**config.mk**
```make
export PLATFORM = sky130hd
export DESIGN_NAME = scc_top
export DESIGN_NICKNAME = d
export VERILOG_FILES = /design/src/scc_pkg.sv /design/src/scc_baud.sv /design/src/scc_clkout.sv /design/src/scc_top.sv
export VERILOG_INCLUDE_DIRS = /design/src
export SDC_FILE = /design/constraint.sdc
export NUM_CORES = 1
export LEC_CHECK = 0
export BUFFER_PORTS_ARGS = -buffer_cell sky130_fd_sc_hd__buf_2
export CAP_MARGIN = 20
export CELL_PAD_IN_SITES_DETAIL_PLACEMENT = 0
export CELL_PAD_IN_SITES_GLOBAL_PLACEMENT = 2
export CORE_UTILIZATION = 36
export CTS_CLUSTER_DIAMETER = 60
export DETAILED_ROUTE_END_ITERATION = 8
export PLACE_DENSITY_LB_ADDON = 0.1
export REMOVE_ABC_BUFFERS = 1
export SYNTH_ARGS = -nofsm -noshare
export SYNTH_HDL_FRONTEND = slang
export SYNTH_SLANG_ARGS = --single-unit
```
**constraint.sdc**
```tcl
create_clock -name clk_i -period 2.4 [get_ports clk_i]
set_input_delay 0.48 -clock clk_i [delete_from_list [all_inputs] [get_ports clk_i]]
set_output_delay 0.48 -clock clk_i [all_outputs]
set_load 0.005 [all_outputs]
```
**src/scc_defs.svh**
```systemverilog
// Purpose: shared offsets, field positions, reset values and timing counts
// Assumes: register index = printed offset, byte address = 4 * index
// Notes: definitions only
`ifndef SCC_DEFS_SVH
`define SCC_DEFS_SVH

// ----------------------------------------
// register indices
// ----------------------------------------
`define SCC_IDX_MODE 16'hffb0
`define SCC_IDX_DIV 16'hffb1
`define SCC_IDX_CTRL 16'hffb2
`define SCC_IDX_TXH 16'hffb3
`define SCC_IDX_STAT 16'hffb4
`define SCC_IDX_RXH 16'hffb5
`define SCC_IDX_CMODE 16'hffb6

// ----------------------------------------
// field positions
// ----------------------------------------
`define SCC_MODE_GSM 7
`define SCC_MODE_ODD 4
`define SCC_CTRL_TXEN 5
`define SCC_CTRL_RXEN 4
`define SCC_CTRL_CKHI 1
`define SCC_CTRL_CKLO 0
`define SCC_ST_TXE 7
`define SCC_ST_RXF 6
`define SCC_ST_OVR 5
`define SCC_ST_RTE 4
`define SCC_ST_PER 3
`define SCC_ST_TXC 2
`define SCC_CM_MSB 3
`define SCC_CM_INV 2
`define SCC_CM_SEL 0

// ----------------------------------------
// reset values
// ----------------------------------------
`define SCC_RST_MODE 8'h00
`define SCC_RST_DIV 8'h00
`define SCC_RST_CTRL 8'h00
`define SCC_RST_STAT 8'h84
`define SCC_RST_CMODE 8'h00

// ----------------------------------------
// frame timing: card clocks per etu, then half bit times from start edge
// ----------------------------------------
`define SCC_CARD_CLK_PER_ETU 372
`define SCC_H_LAST_BIT 5'd19
`define SCC_H_ERR_START 5'd21
`define SCC_H_ERR_END 5'd23
`define SCC_H_TXC_GSM 5'd21
`define SCC_H_TXC_REG 5'd24
`define SCC_H_RETRY 5'd27

`endif

```
**src/scc_pkg.sv**
```systemverilog
// Purpose: types shared by the card serial block
// Assumes: nothing
// Notes: one-hot engine states
package scc_pkg;

  typedef enum logic [4:0] {
    SCC_IDLE = 5'b00001,
    SCC_TX = 5'b00010,
    SCC_TX_WAIT = 5'b00100,
    SCC_RX = 5'b01000,
    SCC_RX_END = 5'b10000
  } scc_state_t;

endpackage

```
**src/scc_baud.sv**
```systemverilog
// Purpose: bit-rate generator and card clock source
// Assumes: phi_tick_i pulses once per divided system clock
// Notes: card clock half period is 4^n*(N+1) divided clocks
`timescale 1ns/1ns
`include "scc_defs.svh"
module scc_baud #(
  parameter int CLK_PER_ETU = `SCC_CARD_CLK_PER_ETU
) (
  // clock and reset
  input wire logic clk_i,
  input wire logic rstn_i,
  // control
  input wire logic phi_tick_i,
  input wire logic restart_i,
  input wire logic [1:0] prescale_sel_i,
  input wire logic [7:0] rate_divisor_i,
  // outputs
  output logic card_clk_o,
  output logic half_tick_o
);

  logic [5:0] pre_cnt;
  logic [7:0] div_cnt;
  logic [8:0] tgl_cnt;
  logic pre_wrap;
  logic div_wrap;
  initial begin
    if (CLK_PER_ETU < 2 || CLK_PER_ETU > 511) $error("scc_baud: CLK_PER_ETU out of range");
  end

  // ----------------------------------------
  // prescaler: 4^n divided clocks per step
  // ----------------------------------------
  assign pre_wrap = phi_tick_i && (pre_cnt == 6'h00);
  assign div_wrap = pre_wrap && (div_cnt == 8'h00);

  always_ff @(posedge clk_i or negedge rstn_i) begin
    if (!rstn_i) begin
      pre_cnt <= 6'h00;
    end else if (pre_wrap) begin
      pre_cnt <= 6'((1 << (2 * prescale_sel_i)) - 1);
    end else if (phi_tick_i) begin
      pre_cnt <= pre_cnt - 6'h01;
    end
  end

  // down-counter reloads with the divisor
  always_ff @(posedge clk_i or negedge rstn_i) begin
    if (!rstn_i) begin
      div_cnt <= 8'h00;
    end else if (div_wrap) begin
      div_cnt <= rate_divisor_i;
    end else if (pre_wrap) begin
      div_cnt <= div_cnt - 8'h01;
    end
  end

  // ----------------------------------------
  // card clock and half bit-time tick
  // ----------------------------------------
  always_ff @(posedge clk_i or negedge rstn_i) begin
    if (!rstn_i) begin
      card_clk_o <= 1'b0;
    end else if (div_wrap) begin
      card_clk_o <= ~card_clk_o;
    end
  end

  // restart only realigns the bit phase; card clock keeps running
  always_ff @(posedge clk_i or negedge rstn_i) begin
    if (!rstn_i) begin
      tgl_cnt <= 9'h000;
      half_tick_o <= 1'b0;
    end else if (restart_i) begin
      tgl_cnt <= 9'h000;
      half_tick_o <= 1'b0;
    end else if (div_wrap && tgl_cnt == 9'(CLK_PER_ETU - 1)) begin
      tgl_cnt <= 9'h000;
      half_tick_o <= 1'b1;
    end else begin
      if (div_wrap) begin
        tgl_cnt <= tgl_cnt + 9'h001;
      end
      half_tick_o <= 1'b0;
    end
  end

endmodule

```
**src/scc_clkout.sv**
```systemverilog
// Purpose: card clock pin drive selection
// Assumes: clock control bits come straight from the control register
// Notes: gsm off with upper bit set is treated as the lower bit alone
`timescale 1ns/1ns
module scc_clkout (
  // clock and reset
  input wire logic clk_i,
  input wire logic rstn_i,
  // control
  input wire logic gsm_select_i,
  input wire logic clk_out_ctl_hi_i,
  input wire logic clk_out_ctl_lo_i,
  input wire logic card_clk_i,
  // pin
  output logic card_clock_pin_o,
  output logic card_clock_pin_oe_o
);

  // ----------------------------------------
  // registered pin drive, glitch free
  // ----------------------------------------
  always_ff @(posedge clk_i or negedge rstn_i) begin
    if (!rstn_i) begin
      card_clock_pin_o <= 1'b0;
      card_clock_pin_oe_o <= 1'b0;
    end else if (clk_out_ctl_lo_i) begin
      card_clock_pin_o <= card_clk_i;
      card_clock_pin_oe_o <= 1'b1;
    end else if (gsm_select_i) begin
      card_clock_pin_o <= clk_out_ctl_hi_i;
      card_clock_pin_oe_o <= 1'b1;
    end else begin
      card_clock_pin_o <= 1'b0;
      card_clock_pin_oe_o <= 1'b0;
    end
  end

endmodule

```
**src/scc_top.sv**
```systemverilog
// Purpose: card serial channel, register file, convention and frame engine
// Assumes: classic wishbone slave, open-drain data line with pull-up
// Notes: one character engine shared by transmit and receive
// Operation
// seven byte registers at indices ffb0..ffb6 are decoded.
// software keeps the fixed mode and control bits at their set values.
// with gsm off, software keeps the upper clock-control bit zero.
// regular mode: 00 stops card clock, 01 drives it on the pin.
// gsm mode: clock output, or pin held fixed high or fixed low.
// software clears gsm for regular cards, sets it for gsm mode.
// direct convention: software clears parity-odd, bit-order and invert.
// inverse convention: software sets bit-order, invert and parity-odd.
// software sets the card-mode select bit to use the channel.
// direct: high is 1, low is 0, least significant bit first.
// inverse: low is 1, high is 0, most significant bit first.
// inversion touches the eight data bits only, never parity.
// characters carry even parity as seen on the line.
// bit clock comes only from the internal rate generator.
// card clock output runs at 372 times the bit rate.
// bit rate is clock over 1488*2^(2n-1)*(divisor+1).
// two prescale bits give n from 0 to 3 directly.
// software loads a divisor 0..255 with the smaller error.
// the generator counts the gear-divided system clock.
// frame is low start bit, eight data bits, one parity bit.
// receive parity error drives line low one bit time at 10.5.
// down-counter reloads with divisor, ticking per full prescaled cycle.
`timescale 1ns/1ns
`include "scc_defs.svh"
module scc_top #(
  parameter int CLK_PER_ETU = `SCC_CARD_CLK_PER_ETU
) (
  // clock and reset
  input wire logic clk_i,
  input wire logic rstn_i,
  // gear-divided clock strobe, tie high for 1/1
  input wire logic phi_tick_i,
  // wishbone slave
  input wire logic [31:0] adr_i,
  input wire logic [31:0] dat_i,
  input wire logic [3:0] sel_i,
  input wire logic we_i,
  input wire logic cyc_i,
  input wire logic stb_i,
  output logic [31:0] dat_o,
  output logic ack_o,
  // card data line, open drain
  input wire logic sio_i,
  output logic sio_o,
  output logic sio_oe_o,
  // card clock pin
  output logic card_clock_pin_o,
  output logic card_clock_pin_oe_o
);
  import scc_pkg::*;

  // ----------------------------------------
  // registers and engine state
  // ----------------------------------------
  logic [7:0] serial_mode;
  logic [7:0] bit_rate_divisor;
  logic [7:0] serial_control;
  logic [7:0] transmit_holding;
  logic [7:0] serial_status;
  logic [7:0] receive_holding;
  logic [7:0] card_mode;
  scc_state_t state;
  scc_state_t next_state;
  logic [4:0] half_cnt;
  logic [8:0] shift;
  logic rx_par_bad;
  logic drive_low;
  logic half_tick;
  logic card_clk;
  logic restart;
  logic bus_req;
  logic wr_stb;
  logic [15:0] idx;
  logic idx_ok;
  logic [7:0] rd_byte;
  logic ev_txc;
  logic ev_rte;
  logic ev_rx_done;
  logic txe_clr;
  logic [7:0] rx_data;

  initial begin
    if (CLK_PER_ETU < 2 || CLK_PER_ETU > 511) $error("scc_top: CLK_PER_ETU out of range");
  end

  // ----------------------------------------
  // helpers
  // ----------------------------------------
  function automatic logic [7:0] rev8(input logic [7:0] d);
    logic [7:0] r;
    r = 8'h00;
    for (int i = 0; i < 8; i++) begin
      r[i] = d[7 - i];
    end
    return r;
  endfunction

  // character as it appears on the line, first bit in [0]
  function automatic logic [7:0] to_line(input logic [7:0] d, input logic inv, input logic msb);
    logic [7:0] t;
    t = inv ? ~d : d;
    return msb ? rev8(t) : t;
  endfunction

  function automatic logic [7:0] from_line(input logic [7:0] l, input logic inv, input logic msb);
    logic [7:0] t;
    t = msb ? rev8(l) : l;
    return inv ? ~t : t;
  endfunction

  // parity over the uninverted data; odd mode restores even on the line
  function automatic logic par_of(input logic [7:0] d, input logic odd);
    return (^d) ^ odd;
  endfunction

  // ----------------------------------------
  // wishbone decode
  // ----------------------------------------
  assign idx = adr_i[17:2];
  assign idx_ok = (adr_i[1:0] == 2'b00) && (adr_i[31:18] == 14'h0000) &&
                  (idx >= `SCC_IDX_MODE) && (idx <= `SCC_IDX_CMODE);
  assign bus_req = cyc_i && stb_i && !ack_o;
  assign wr_stb = bus_req && we_i && sel_i[0] && idx_ok;

  always_ff @(posedge clk_i or negedge rstn_i) begin
    if (!rstn_i) begin
      ack_o <= 1'b0;
    end else begin
      ack_o <= bus_req;
    end
  end

  always_comb begin
    case (idx)
      `SCC_IDX_MODE: rd_byte = serial_mode;
      `SCC_IDX_DIV: rd_byte = bit_rate_divisor;
      `SCC_IDX_CTRL: rd_byte = serial_control;
      `SCC_IDX_TXH: rd_byte = transmit_holding;
      `SCC_IDX_STAT: rd_byte = serial_status;
      `SCC_IDX_RXH: rd_byte = receive_holding;
      `SCC_IDX_CMODE: rd_byte = card_mode & 8'h0d;
      default: rd_byte = 8'h00;
    endcase
  end

  // unmapped reads answer zero
  always_ff @(posedge clk_i or negedge rstn_i) begin
    if (!rstn_i) begin
      dat_o <= 32'h0000_0000;
    end else if (bus_req && !we_i) begin
      dat_o <= {24'h00_0000, idx_ok ? rd_byte : 8'h00};
    end
  end

  // ----------------------------------------
  // software registers
  // ----------------------------------------
  // fixed bits are stored as written; software keeps them right
  always_ff @(posedge clk_i or negedge rstn_i) begin
    if (!rstn_i) begin
      serial_mode <= `SCC_RST_MODE;
      bit_rate_divisor <= `SCC_RST_DIV;
      serial_control <= `SCC_RST_CTRL;
      card_mode <= `SCC_RST_CMODE;
    end else if (wr_stb) begin
      case (idx)
        `SCC_IDX_MODE: serial_mode <= dat_i[7:0];
        `SCC_IDX_DIV: bit_rate_divisor <= dat_i[7:0];
        `SCC_IDX_CTRL: serial_control <= dat_i[7:0];
        `SCC_IDX_CMODE: card_mode <= dat_i[7:0] & 8'h0d;
        default: card_mode <= card_mode;
      endcase
    end
  end

  always_ff @(posedge clk_i or negedge rstn_i) begin
    if (!rstn_i) begin
      transmit_holding <= 8'h00;
    end else if (wr_stb && idx == `SCC_IDX_TXH) begin
      transmit_holding <= dat_i[7:0];
    end
  end

  // ----------------------------------------
  // status flags: write 0 clears, hardware set wins
  // ----------------------------------------
  assign txe_clr = wr_stb && idx == `SCC_IDX_STAT && !dat_i[`SCC_ST_TXE];

  always_ff @(posedge clk_i or negedge rstn_i) begin
    if (!rstn_i) begin
      serial_status <= `SCC_RST_STAT;
    end else begin
      for (int b = 2; b < 8; b++) begin
        if (wr_stb && idx == `SCC_IDX_STAT && !dat_i[b]) begin
          serial_status[b] <= 1'b0;
        end
      end
      if (state == SCC_IDLE && next_state == SCC_TX) begin
        serial_status[`SCC_ST_TXC] <= 1'b0;
      end
      if (ev_txc) begin
        serial_status[`SCC_ST_TXC] <= 1'b1;
        serial_status[`SCC_ST_TXE] <= 1'b1;
      end
      if (ev_rte) begin
        serial_status[`SCC_ST_RTE] <= 1'b1;
      end
      if (ev_rx_done) begin
        if (serial_status[`SCC_ST_RXF]) begin
          serial_status[`SCC_ST_OVR] <= 1'b1;
        end else begin
          serial_status[`SCC_ST_RXF] <= 1'b1;
        end
        if (rx_par_bad) begin
          serial_status[`SCC_ST_PER] <= 1'b1;
        end
      end
      serial_status[1:0] <= 2'b00;
    end
  end

  // erroneous data is still handed over for inspection
  assign rx_data = from_line(shift[7:0], card_mode[`SCC_CM_INV], card_mode[`SCC_CM_MSB]);

  always_ff @(posedge clk_i or negedge rstn_i) begin
    if (!rstn_i) begin
      receive_holding <= 8'h00;
    end else if (ev_rx_done && !serial_status[`SCC_ST_RXF]) begin
      receive_holding <= rx_data;
    end
  end

  // ----------------------------------------
  // character engine
  // ----------------------------------------
  assign ev_txc = state == SCC_TX_WAIT && half_tick && !rx_par_bad && !ev_rte &&
                  half_cnt == (serial_mode[`SCC_MODE_GSM] ? `SCC_H_TXC_GSM : `SCC_H_TXC_REG);
  assign ev_rte = state == SCC_TX_WAIT && half_tick && half_cnt == `SCC_H_ERR_START && !sio_i;
  assign ev_rx_done = state == SCC_RX_END && half_tick && half_cnt == `SCC_H_ERR_END;
  assign restart = state == SCC_IDLE && next_state != SCC_IDLE;

  always_comb begin
    next_state = state;
    case (state)
      SCC_IDLE: begin
        if (card_mode[`SCC_CM_SEL] && serial_control[`SCC_CTRL_TXEN] &&
            !serial_status[`SCC_ST_TXE] && !txe_clr) begin
          next_state = SCC_TX;
        end else if (card_mode[`SCC_CM_SEL] && serial_control[`SCC_CTRL_RXEN] && !sio_i) begin
          next_state = SCC_RX;
        end
      end
      SCC_TX: begin
        if (half_tick && half_cnt == `SCC_H_LAST_BIT) begin
          next_state = SCC_TX_WAIT;
        end
      end
      SCC_TX_WAIT: begin
        if (ev_txc || !serial_control[`SCC_CTRL_TXEN]) begin
          next_state = SCC_IDLE;
        end else if (rx_par_bad && half_tick && half_cnt == `SCC_H_RETRY) begin
          next_state = SCC_TX;
        end
      end
      SCC_RX: begin
        if (half_tick && half_cnt == 5'd0 && sio_i) begin
          next_state = SCC_IDLE;
        end else if (half_tick && half_cnt == `SCC_H_LAST_BIT) begin
          next_state = SCC_RX_END;
        end
      end
      SCC_RX_END: begin
        if (ev_rx_done) begin
          next_state = SCC_IDLE;
        end
      end
      default: next_state = SCC_IDLE;
    endcase
  end

  always_ff @(posedge clk_i or negedge rstn_i) begin
    if (!rstn_i) begin
      state <= SCC_IDLE;
    end else begin
      state <= next_state;
    end
  end

  // half bit times since the start edge; retry wraps back to a new frame
  always_ff @(posedge clk_i or negedge rstn_i) begin
    if (!rstn_i) begin
      half_cnt <= 5'd0;
    end else if (restart) begin
      half_cnt <= 5'd0;
    end else if (state == SCC_TX_WAIT && rx_par_bad && half_tick && half_cnt == `SCC_H_RETRY) begin
      half_cnt <= 5'd0;
    end else if (half_tick) begin
      half_cnt <= half_cnt + 5'd1;
    end
  end

  // tx: {parity, data} shifted out, first line bit in [0]
  // rx: samples shift in at mid bit from the top
  always_ff @(posedge clk_i or negedge rstn_i) begin
    if (!rstn_i) begin
      shift <= 9'h000;
    end else if (restart && next_state == SCC_TX) begin
      shift <= {par_of(transmit_holding, serial_mode[`SCC_MODE_ODD]),
                to_line(transmit_holding, card_mode[`SCC_CM_INV], card_mode[`SCC_CM_MSB])};
    end else if (state == SCC_TX && half_tick && half_cnt[0] && half_cnt != 5'd1) begin
      shift <= {1'b1, shift[8:1]};
    end else if (state == SCC_TX_WAIT && rx_par_bad && half_tick && half_cnt == `SCC_H_RETRY) begin
      shift <= {par_of(transmit_holding, serial_mode[`SCC_MODE_ODD]),
                to_line(transmit_holding, card_mode[`SCC_CM_INV], card_mode[`SCC_CM_MSB])};
    end else if (state == SCC_RX && half_tick && !half_cnt[0] && half_cnt != 5'd0) begin
      shift <= {sio_i, shift[8:1]};
    end
  end

  // rx: parity check result; tx: remembers a retransmit request
  always_ff @(posedge clk_i or negedge rstn_i) begin
    if (!rstn_i) begin
      rx_par_bad <= 1'b0;
    end else if (restart) begin
      rx_par_bad <= 1'b0;
    end else if (state == SCC_RX && next_state == SCC_RX_END) begin
      rx_par_bad <= shift[8] != par_of(rx_data, serial_mode[`SCC_MODE_ODD]);
    end else if (ev_rte) begin
      rx_par_bad <= 1'b1;
    end else if (state == SCC_TX_WAIT && half_tick && half_cnt == `SCC_H_RETRY) begin
      rx_par_bad <= 1'b0;
    end
  end

  // ----------------------------------------
  // line drive: only ever pulls low
  // ----------------------------------------
  always_comb begin
    drive_low = 1'b0;
    case (state)
      SCC_TX: drive_low = (half_cnt < 5'd2) ? 1'b1 : !shift[0];
      SCC_RX_END: drive_low = rx_par_bad && half_cnt >= `SCC_H_ERR_START &&
                              half_cnt < `SCC_H_ERR_END;
      default: drive_low = 1'b0;
    endcase
  end

  always_ff @(posedge clk_i or negedge rstn_i) begin
    if (!rstn_i) begin
      sio_oe_o <= 1'b0;
    end else begin
      sio_oe_o <= drive_low;
    end
  end
  assign sio_o = 1'b0;

  // ----------------------------------------
  // rate generator and clock pin
  // ----------------------------------------
  scc_baud #(
    .CLK_PER_ETU(CLK_PER_ETU)
  ) u_baud (
    .clk_i(clk_i),
    .rstn_i(rstn_i),
    .phi_tick_i(phi_tick_i),
    .restart_i(restart),
    .prescale_sel_i(serial_mode[1:0]),
    .rate_divisor_i(bit_rate_divisor),
    .card_clk_o(card_clk),
    .half_tick_o(half_tick)
  );

  scc_clkout u_clkout (
    .clk_i(clk_i),
    .rstn_i(rstn_i),
    .gsm_select_i(serial_mode[`SCC_MODE_GSM]),
    .clk_out_ctl_hi_i(serial_control[`SCC_CTRL_CKHI]),
    .clk_out_ctl_lo_i(serial_control[`SCC_CTRL_CKLO]),
    .card_clk_i(card_clk),
    .card_clock_pin_o(card_clock_pin_o),
    .card_clock_pin_oe_o(card_clock_pin_oe_o)
  );

endmodule

```
# Word-level counts from Yosys, hierarchy flattened
# Index checks and enable logic that the tools add are counted.
[classes]
addsub = 5
order_cmp = 5
eq_ne = 23
n_shift = 1
mux = 57
bitwise = 5
reduce_logical = 94
[op_table]
columns = ["op", "count"]
rows = [
  ["16-bit equality test (second input constant)", 7],
  ["9-bit two-way mux", 7],
  ["8-bit two-way mux", 7],
  ["8-bit case mux with 7 select lines", 1],
  ["1-bit logical AND", 55],
  ["5-bit two-way mux", 11],
  ["5-bit equality test (second input constant)", 6],
  ["1-bit two-way mux", 25],
  ["5-bit case mux with 5 select lines", 1],
  ["1-bit zero test", 17],
  ["16-bit >= comparator (second input constant)", 1],
  ["16-bit less-or-equal comparator (second input constant)", 1],
  ["8-bit inverter", 2],
  ["8-bit parity", 2],
  ["14-bit zero test", 1],
  ["6-bit two-way mux", 2],
  ["5-bit by 2-bit equality test with 1-bit output (second input constant)", 2],
  ["5-bit by 1-bit inequality test with 1-bit output (second input constant)", 2],
  ["9-bit by 1-bit adder with 9-bit output (second input constant)", 1],
  ["9-bit equality test (second input constant)", 1],
  ["3-bit nonzero test", 3],
  ["8-bit zero test", 1],
  ["2-bit AND reduction", 4],
  ["2-bit nonzero test", 4],
  ["24 further kinds", 26],
]
[totals]
register_bits = 106
in_bits = 75
out_inout_bits = 37
word_cells = 214

# Logic depth before layout (Yosys ltp)
[depth]
ltp_word = 15
mapped_depth = 8
ltp_nobuf = 7

# By module
# A second synthesis with hierarchy kept.
[hier_totals]
cells_unflattened = 644
area_unflattened_um2 = 6372.4
[by_module_without_submodules]
columns = ["mod", "instances", "cells_each", "area_per_inst_um2", "seq_area_each_um2"]
rows = [
  ["scc_top", 1, 479, 4838.4, 1980.6],
  ["scc_baud", 1, 159, 1465.2, 625.6],
  ["scc_clkout", 1, 6, 68.8, 50.0],
]

# Least setup slack after synthesis
# OpenSTA, ideal clock, no wires.
[synth_timing]
kind = "input port to flip-flop"
start = "input adr_i[26]"
end = "register serial_control[0]"
setup_time_ns = 0.125
arrival_ns = 2.108
required_ns = 2.275
slack_ns = 0.167
cell_stages = 6
path_buffers = 1
path_cell_list = "nor4_1 nand4_1 nor3_1 and3_1 buf_4 mux2_2"
[synth_via]
elab_chain_len = 6
[synth_lines]
columns = ["element", "line_no", "text"]
rows = [
  ["start, declared", "scc_top.sv:38", "input wire logic [31:0] adr_i,"],
  ["14-bit zero test", "scc_top.sv:124", "assign idx_ok = (adr_i[1:0] == 2'b00) && (adr_i[31:18] == 14'h0000) &&"],
  ["1-bit logical AND (3 in a row)", "scc_top.sv:124", ""],
  ["1-bit logical AND", "scc_top.sv:127", "assign wr_stb = bus_req && we_i && sel_i[0] && idx_ok;"],
  ["2-bit AND reduction (no source line)", "--", ""],
  ["end signal, assigned", "scc_top.sv:167", "serial_control <= `SCC_RST_CTRL;"],
  ["end signal, assigned", "scc_top.sv:173", "`SCC_IDX_CTRL: serial_control <= dat_i[7:0];"],
  ["end, declared", "scc_top.sv:61", "logic [7:0] serial_control;"],
]
# No other way between the ends.
# A chain may end at the register's enable or synchronous reset.

# Worst setup path in the final report
[layout_timing]
start = "register state[0]"
end = "register shift[3]"
[layout_via]
elab_chain_len = 14
word_cells_on_any_way = 41
cone_classes = "7 x eq/ne; 12 x mux; 22 x reduce/logical"
[layout_lines]
columns = ["element", "line_no", "text"]
rows = [
  ["start, declared", "scc_top.sv:66", "scc_state_t state;"],
  ["start signal, assigned", "scc_top.sv:289", "state <= next_state;"],
  ["5-bit by 3-bit equality test with 1-bit output", "--", ""],
  ["1-bit logical AND", "scc_top.sv:240, scc_top.sv:242", ""],
  ["1-bit logical AND (no source line)", "--", ""],
  ["1-bit logical AND", "scc_top.sv:242", "assign ev_rte = state == SCC_TX_WAIT && half_tick && half_cnt == `SCC_H_ERR_START && !sio_i;"],
  ["1-bit zero test", "scc_top.sv:240", "assign ev_txc = state == SCC_TX_WAIT && half_tick && !rx_par_bad && !ev_rte &&"],
  ["1-bit logical AND (2 in a row)", "scc_top.sv:240", ""],
  ["1-bit logical OR", "scc_top.sv:263", "if (ev_txc || !serial_control[`SCC_CTRL_TXEN]) begin"],
  ["5-bit two-way mux", "scc_top.sv:263", ""],
  ["5-bit case mux with 5 select lines", "scc_top.sv:248", "case (state)"],
  ["5-bit by 1-bit inequality test with 1-bit output", "scc_top.sv:244", "assign restart = state == SCC_IDLE && next_state != SCC_IDLE;"],
  ["1-bit logical AND", "scc_top.sv:244", ""],
  ["1-bit logical AND", "scc_top.sv:311", "end else if (restart && next_state == SCC_TX) begin"],
  ["4-bit nonzero test (no source line) / 9-bit two-way mux (equally long branches)", "--", ""],
  ["end signal, assigned", "scc_top.sv:312", "shift <= {par_of(transmit_holding, serial_mode[`SCC_MODE_ODD]),"],
  ["end signal, assigned", "scc_top.sv:315", "shift <= {1'b1, shift[8:1]};"],
  ["end signal, assigned", "scc_top.sv:317", "shift <= {par_of(transmit_holding, serial_mode[`SCC_MODE_ODD]),"],
  ["end, declared", "scc_top.sv:69", "logic [8:0] shift;"],
]
# Parallel ways exist; a longest one is shown, timed or not.

==> results.json <==
{
  "run_status": "completed",
  "clkSlewWorstSetupHoldPaths_ns": 0.07,
  "cts_setup_buffers": 0,
  "setup.worst_path.end_class": "flip-flop",
  "postSynthRegisterBits": 106,
  "routabilityCongestion": 0.850,
  "r2r-end": "shift[3]$_DFFE_PN0P_",
  "die_y_um": 135,
  "cellPowerDensity_mw_per_mm2": 527,
  "synthDistinctLibCells": 74,
  "clk-insertion-delay-late_ns": 0.36,
  "clock_skew_ns": 0.00724,
  "least_margin_pin_slew_ns": 0.615,
  "synth.yosys.warnings": 0,
  "hold_slack_ns": 0.0670,
  "die_area_mm2": 0.0182,
  "worst_reg2reg_path_startpoint": "state[0]$_DFF_PN1_",
  "postSynth.topFlopCell": "sky130_fd_sc_hd__dfrtp_1",
  "ws_path_type": "flip-flop to flip-flop",
  "report.final.slew_viol_count": 0,
  "antenna_violations_before_repair": 0,
  "vdd_drop_max_uv": 339,
  "grt_max_degree": 61,
  "cts_made_buffers": 9,
  "synth-async-reset-ratio_pct": 100,
  "required_ns": 2.68,
  "dieWidth_um": 135,
  "arrival_ns": 2.54,
  "routed-via-count": 4917,
  "grt-ovfl-total": 0,
  "seq_area_frac_synth_pct": 41.7,
  "clkSinkCount": 106,
  "clock_tree_root_buffer_cell": "sky130_fd_sc_hd__clkbuf_16",
  "leakage_nw": 3.29,
  "post_cts_resize_count": 0,
  "ios": 112,
  "critPathMaxFanout": 9,
  "numPortBuffers": 59,
  "nNetsFinal": 779,
  "drt.antenna.violating_nets": 0,
  "postSynthCellCount": 618,
  "post_cts_hold_buffer_count": 0,
  "worst-r2r-setup-slack_ns": 0.13,
  "synth.cell_area_mm2": 0.00636,
  "mostFrequentLayoutCell": "sky130_fd_sc_hd__dfrtp_1",
  "multi_input_comb_area_mm2": 0.00340,
  "proportion_of_layout_cells_with_a_drive_suffix_above_1_pct": 25.9,
  "antennaDiodeCount": 0,
  "detail_route.drc_violations": 0,
  "clock_tree.htree_level_count": 3,
  "timing.max_slew.rel_slack_pct": 59.0,
  "critical_path.startpoint": "state[0]$_DFF_PN1_",
  "fp-row-count": 48,
  "drtIter0Drc": 299,
  "maxCapViolations": 0,
  "nFillCells": 1693,
  "grt_pass1_vias": 4809,
  "detail_route.vias_per_cell": 5.30,
  "ff_latch_area_mm2": 0.00266,
  "drtPass1Iterations": 5,
  "edff_count_synth": 0,
  "worst_reg_to_reg_path_cell_count": 6,
  "timing.setup.tns_ns": 0,
  "floorplan.initialDensity_pct": 36.8,
  "setup-violations-final": 0,
  "period_share_pct": 94.4,
  "layout-area-overhead-vs-synth_pct": 14.6,
  "power.total_w": 0.00384,
  "routed_wl_um": 16500,
  "core_area_mm2": 0.0173,
  "postSynthAreaPerCell_um2": 10.3,
  "period_needed_ns": 2.27,
  "routed_wire_per_std_cell_um": 17.8,
  "dp_slack_ns": -0.0496,
  "cts_max_path_buffers": 2,
  "grt_first_pass_wirelength_um": 26800,
  "layout.cells.most_common_list": "103 x sky130_fd_sc_hd__dfrtp_1, 58 x sky130_fd_sc_hd__buf_2, 51 x sky130_fd_sc_hd__nand2_1",
  "timing.critical_path.from_type": "flip-flop",
  "detailedPlacementHpwl_um": 12500,
  "hold_path.class": "input port to asynchronous set/reset pin",
  "hold_viol_final": 0,
  "grt_overall_usage_pct": 19.4,
  "cts_tree": "yes",
  "max_clock_freq_mhz": 441,
  "rsz_0062_raised_after_global_routing": "false",
  "final_critical_path_setup_slack_ns": 0.134
}
metrics by stage:
stage          area (um^2)  utilization [%]  std cells
2_1_floorplan         6120                -        590
3_3_place_gp          7020             40.6        911
3_5_place_dp          7020             40.6        911
4_1_cts               7290             42.2        927
5_1_grt               7290             42.2        927
6_report              7290             42.2        927
kinds of logic after synthesis:
family | count (synthesis) | share of synthesized area (%)
compound gates | 99 | 10.7
xor+xnor | 48 | 6.61
fa+ha+maj | 7 | 1.38
buf+inv | 70 | 6.25
flops | 106 | 41.7
mux | 91 | 15.4
other cells | 1 | 0.0589
simple gates | 196 | 17.9
cell usage after synthesis (4+ instances only):
master                     number  area share [%]
sky130_fd_sc_hd__a21boi_0       5            0.59
sky130_fd_sc_hd__a21oi_1       14             1.1
sky130_fd_sc_hd__and3_1         9            0.88
sky130_fd_sc_hd__buf_1          5            0.29
sky130_fd_sc_hd__buf_2          6            0.47
sky130_fd_sc_hd__buf_4         28             3.3
sky130_fd_sc_hd__clkbuf_1      10            0.59
sky130_fd_sc_hd__dfrtp_1      103              40
sky130_fd_sc_hd__ha_1           7             1.4
sky130_fd_sc_hd__inv_1         18             1.1
sky130_fd_sc_hd__mux2_2        43             7.6
sky130_fd_sc_hd__mux2i_1       47             7.4
sky130_fd_sc_hd__nand2_1       51             3.0
sky130_fd_sc_hd__nand2b_1       9            0.88
sky130_fd_sc_hd__nand3_1        6            0.47
sky130_fd_sc_hd__nand4_1       10            0.98
sky130_fd_sc_hd__nor2_1        22             1.3
sky130_fd_sc_hd__nor2b_1        4            0.39
sky130_fd_sc_hd__nor3_1        25             2.0
sky130_fd_sc_hd__nor3_2         5            0.79
sky130_fd_sc_hd__nor4_1        12             1.2
sky130_fd_sc_hd__o21ai_0       23             1.8
sky130_fd_sc_hd__o21ai_1        6            0.47
sky130_fd_sc_hd__o22ai_1        5            0.49
sky130_fd_sc_hd__o41ai_1        7            0.96
sky130_fd_sc_hd__or3_1          9            0.88
sky130_fd_sc_hd__xnor2_1       22             3.0
sky130_fd_sc_hd__xor2_1        26             3.6
worst max-delay path, stage by stage (launching register included):
cell and delay (ns):
sky130_fd_sc_hd__dfstp_2 0.55, sky130_fd_sc_hd__or3b_1 0.39, sky130_fd_sc_hd__or3_1 0.36, sky130_fd_sc_hd__or2_1 0.27
sky130_fd_sc_hd__o21bai_1 0.23, sky130_fd_sc_hd__buf_12 0.18, sky130_fd_sc_hd__mux2i_1 0.19
cell type report:
class                      instances  area share (%)
timing repair buffer              96            8.40
multi-input combinational        466            46.6
clock buffer                      13            3.43
tap                              225            3.86
clock inverter                     3           0.343
inverter                          18           0.926
sequential                       106            36.4
flip-flops by register name, indices dropped and copies added (netlist names):
name / count
ack_o: 1
bit_rate_divisor: 8
card_mode: 3
dat_o: 8
half_cnt: 5
receive_holding: 8
rx_par_bad: 1
serial_control: 8
serial_mode: 8
serial_status: 6
shift: 9
sio_oe_o: 1
state: 5
transmit_holding: 8
u_baud.card_clk_o: 1
u_baud.div_cnt: 8
u_baud.half_tick_o: 1
u_baud.pre_cnt: 6
u_baud.tgl_cnt: 9
u_clkout.card_clock_pin_o: 1
u_clkout.card_clock_pin_oe_o: 1
worst max-delay path by stage:
stage                                 end  slack [ns]
4_1_cts              shift[8]$_DFFE_PN0P_        0.12
3_3_place_gp   serial_mode[1]$_DFFE_PN0P_       -0.02
5_1_grt              shift[8]$_DFFE_PN0P_        0.03
2_1_floorplan        shift[0]$_DFFE_PN0P_       -0.07
3_5_place_dp   serial_mode[6]$_DFFE_PN0P_       -0.05
6_report             shift[3]$_DFFE_PN0P_        0.13
metal layers:
layer / global-route usage [%] / up-vias / share of wire [%]
met5: 0 / - / 0
met4: 5.24 / 0 / 1.0
met3: 3.87 / 11 / 4.0
met2: 31.3 / 100 / 48
met1: 26.3 / 2451 / 47
li1: - / 2355 / -
where the power goes:
part / leakage, nW / switching (W) / internal (W) / total, W
sequential: 1.39 / 0.0000881 / 0.00187 / 0.00196
combinational: 1.78 / 0.000264 / 0.000198 / 0.000462
clock: 0.130 / 0.000685 / 0.000739 / 0.00142
(Power assumes the default switching activity.)
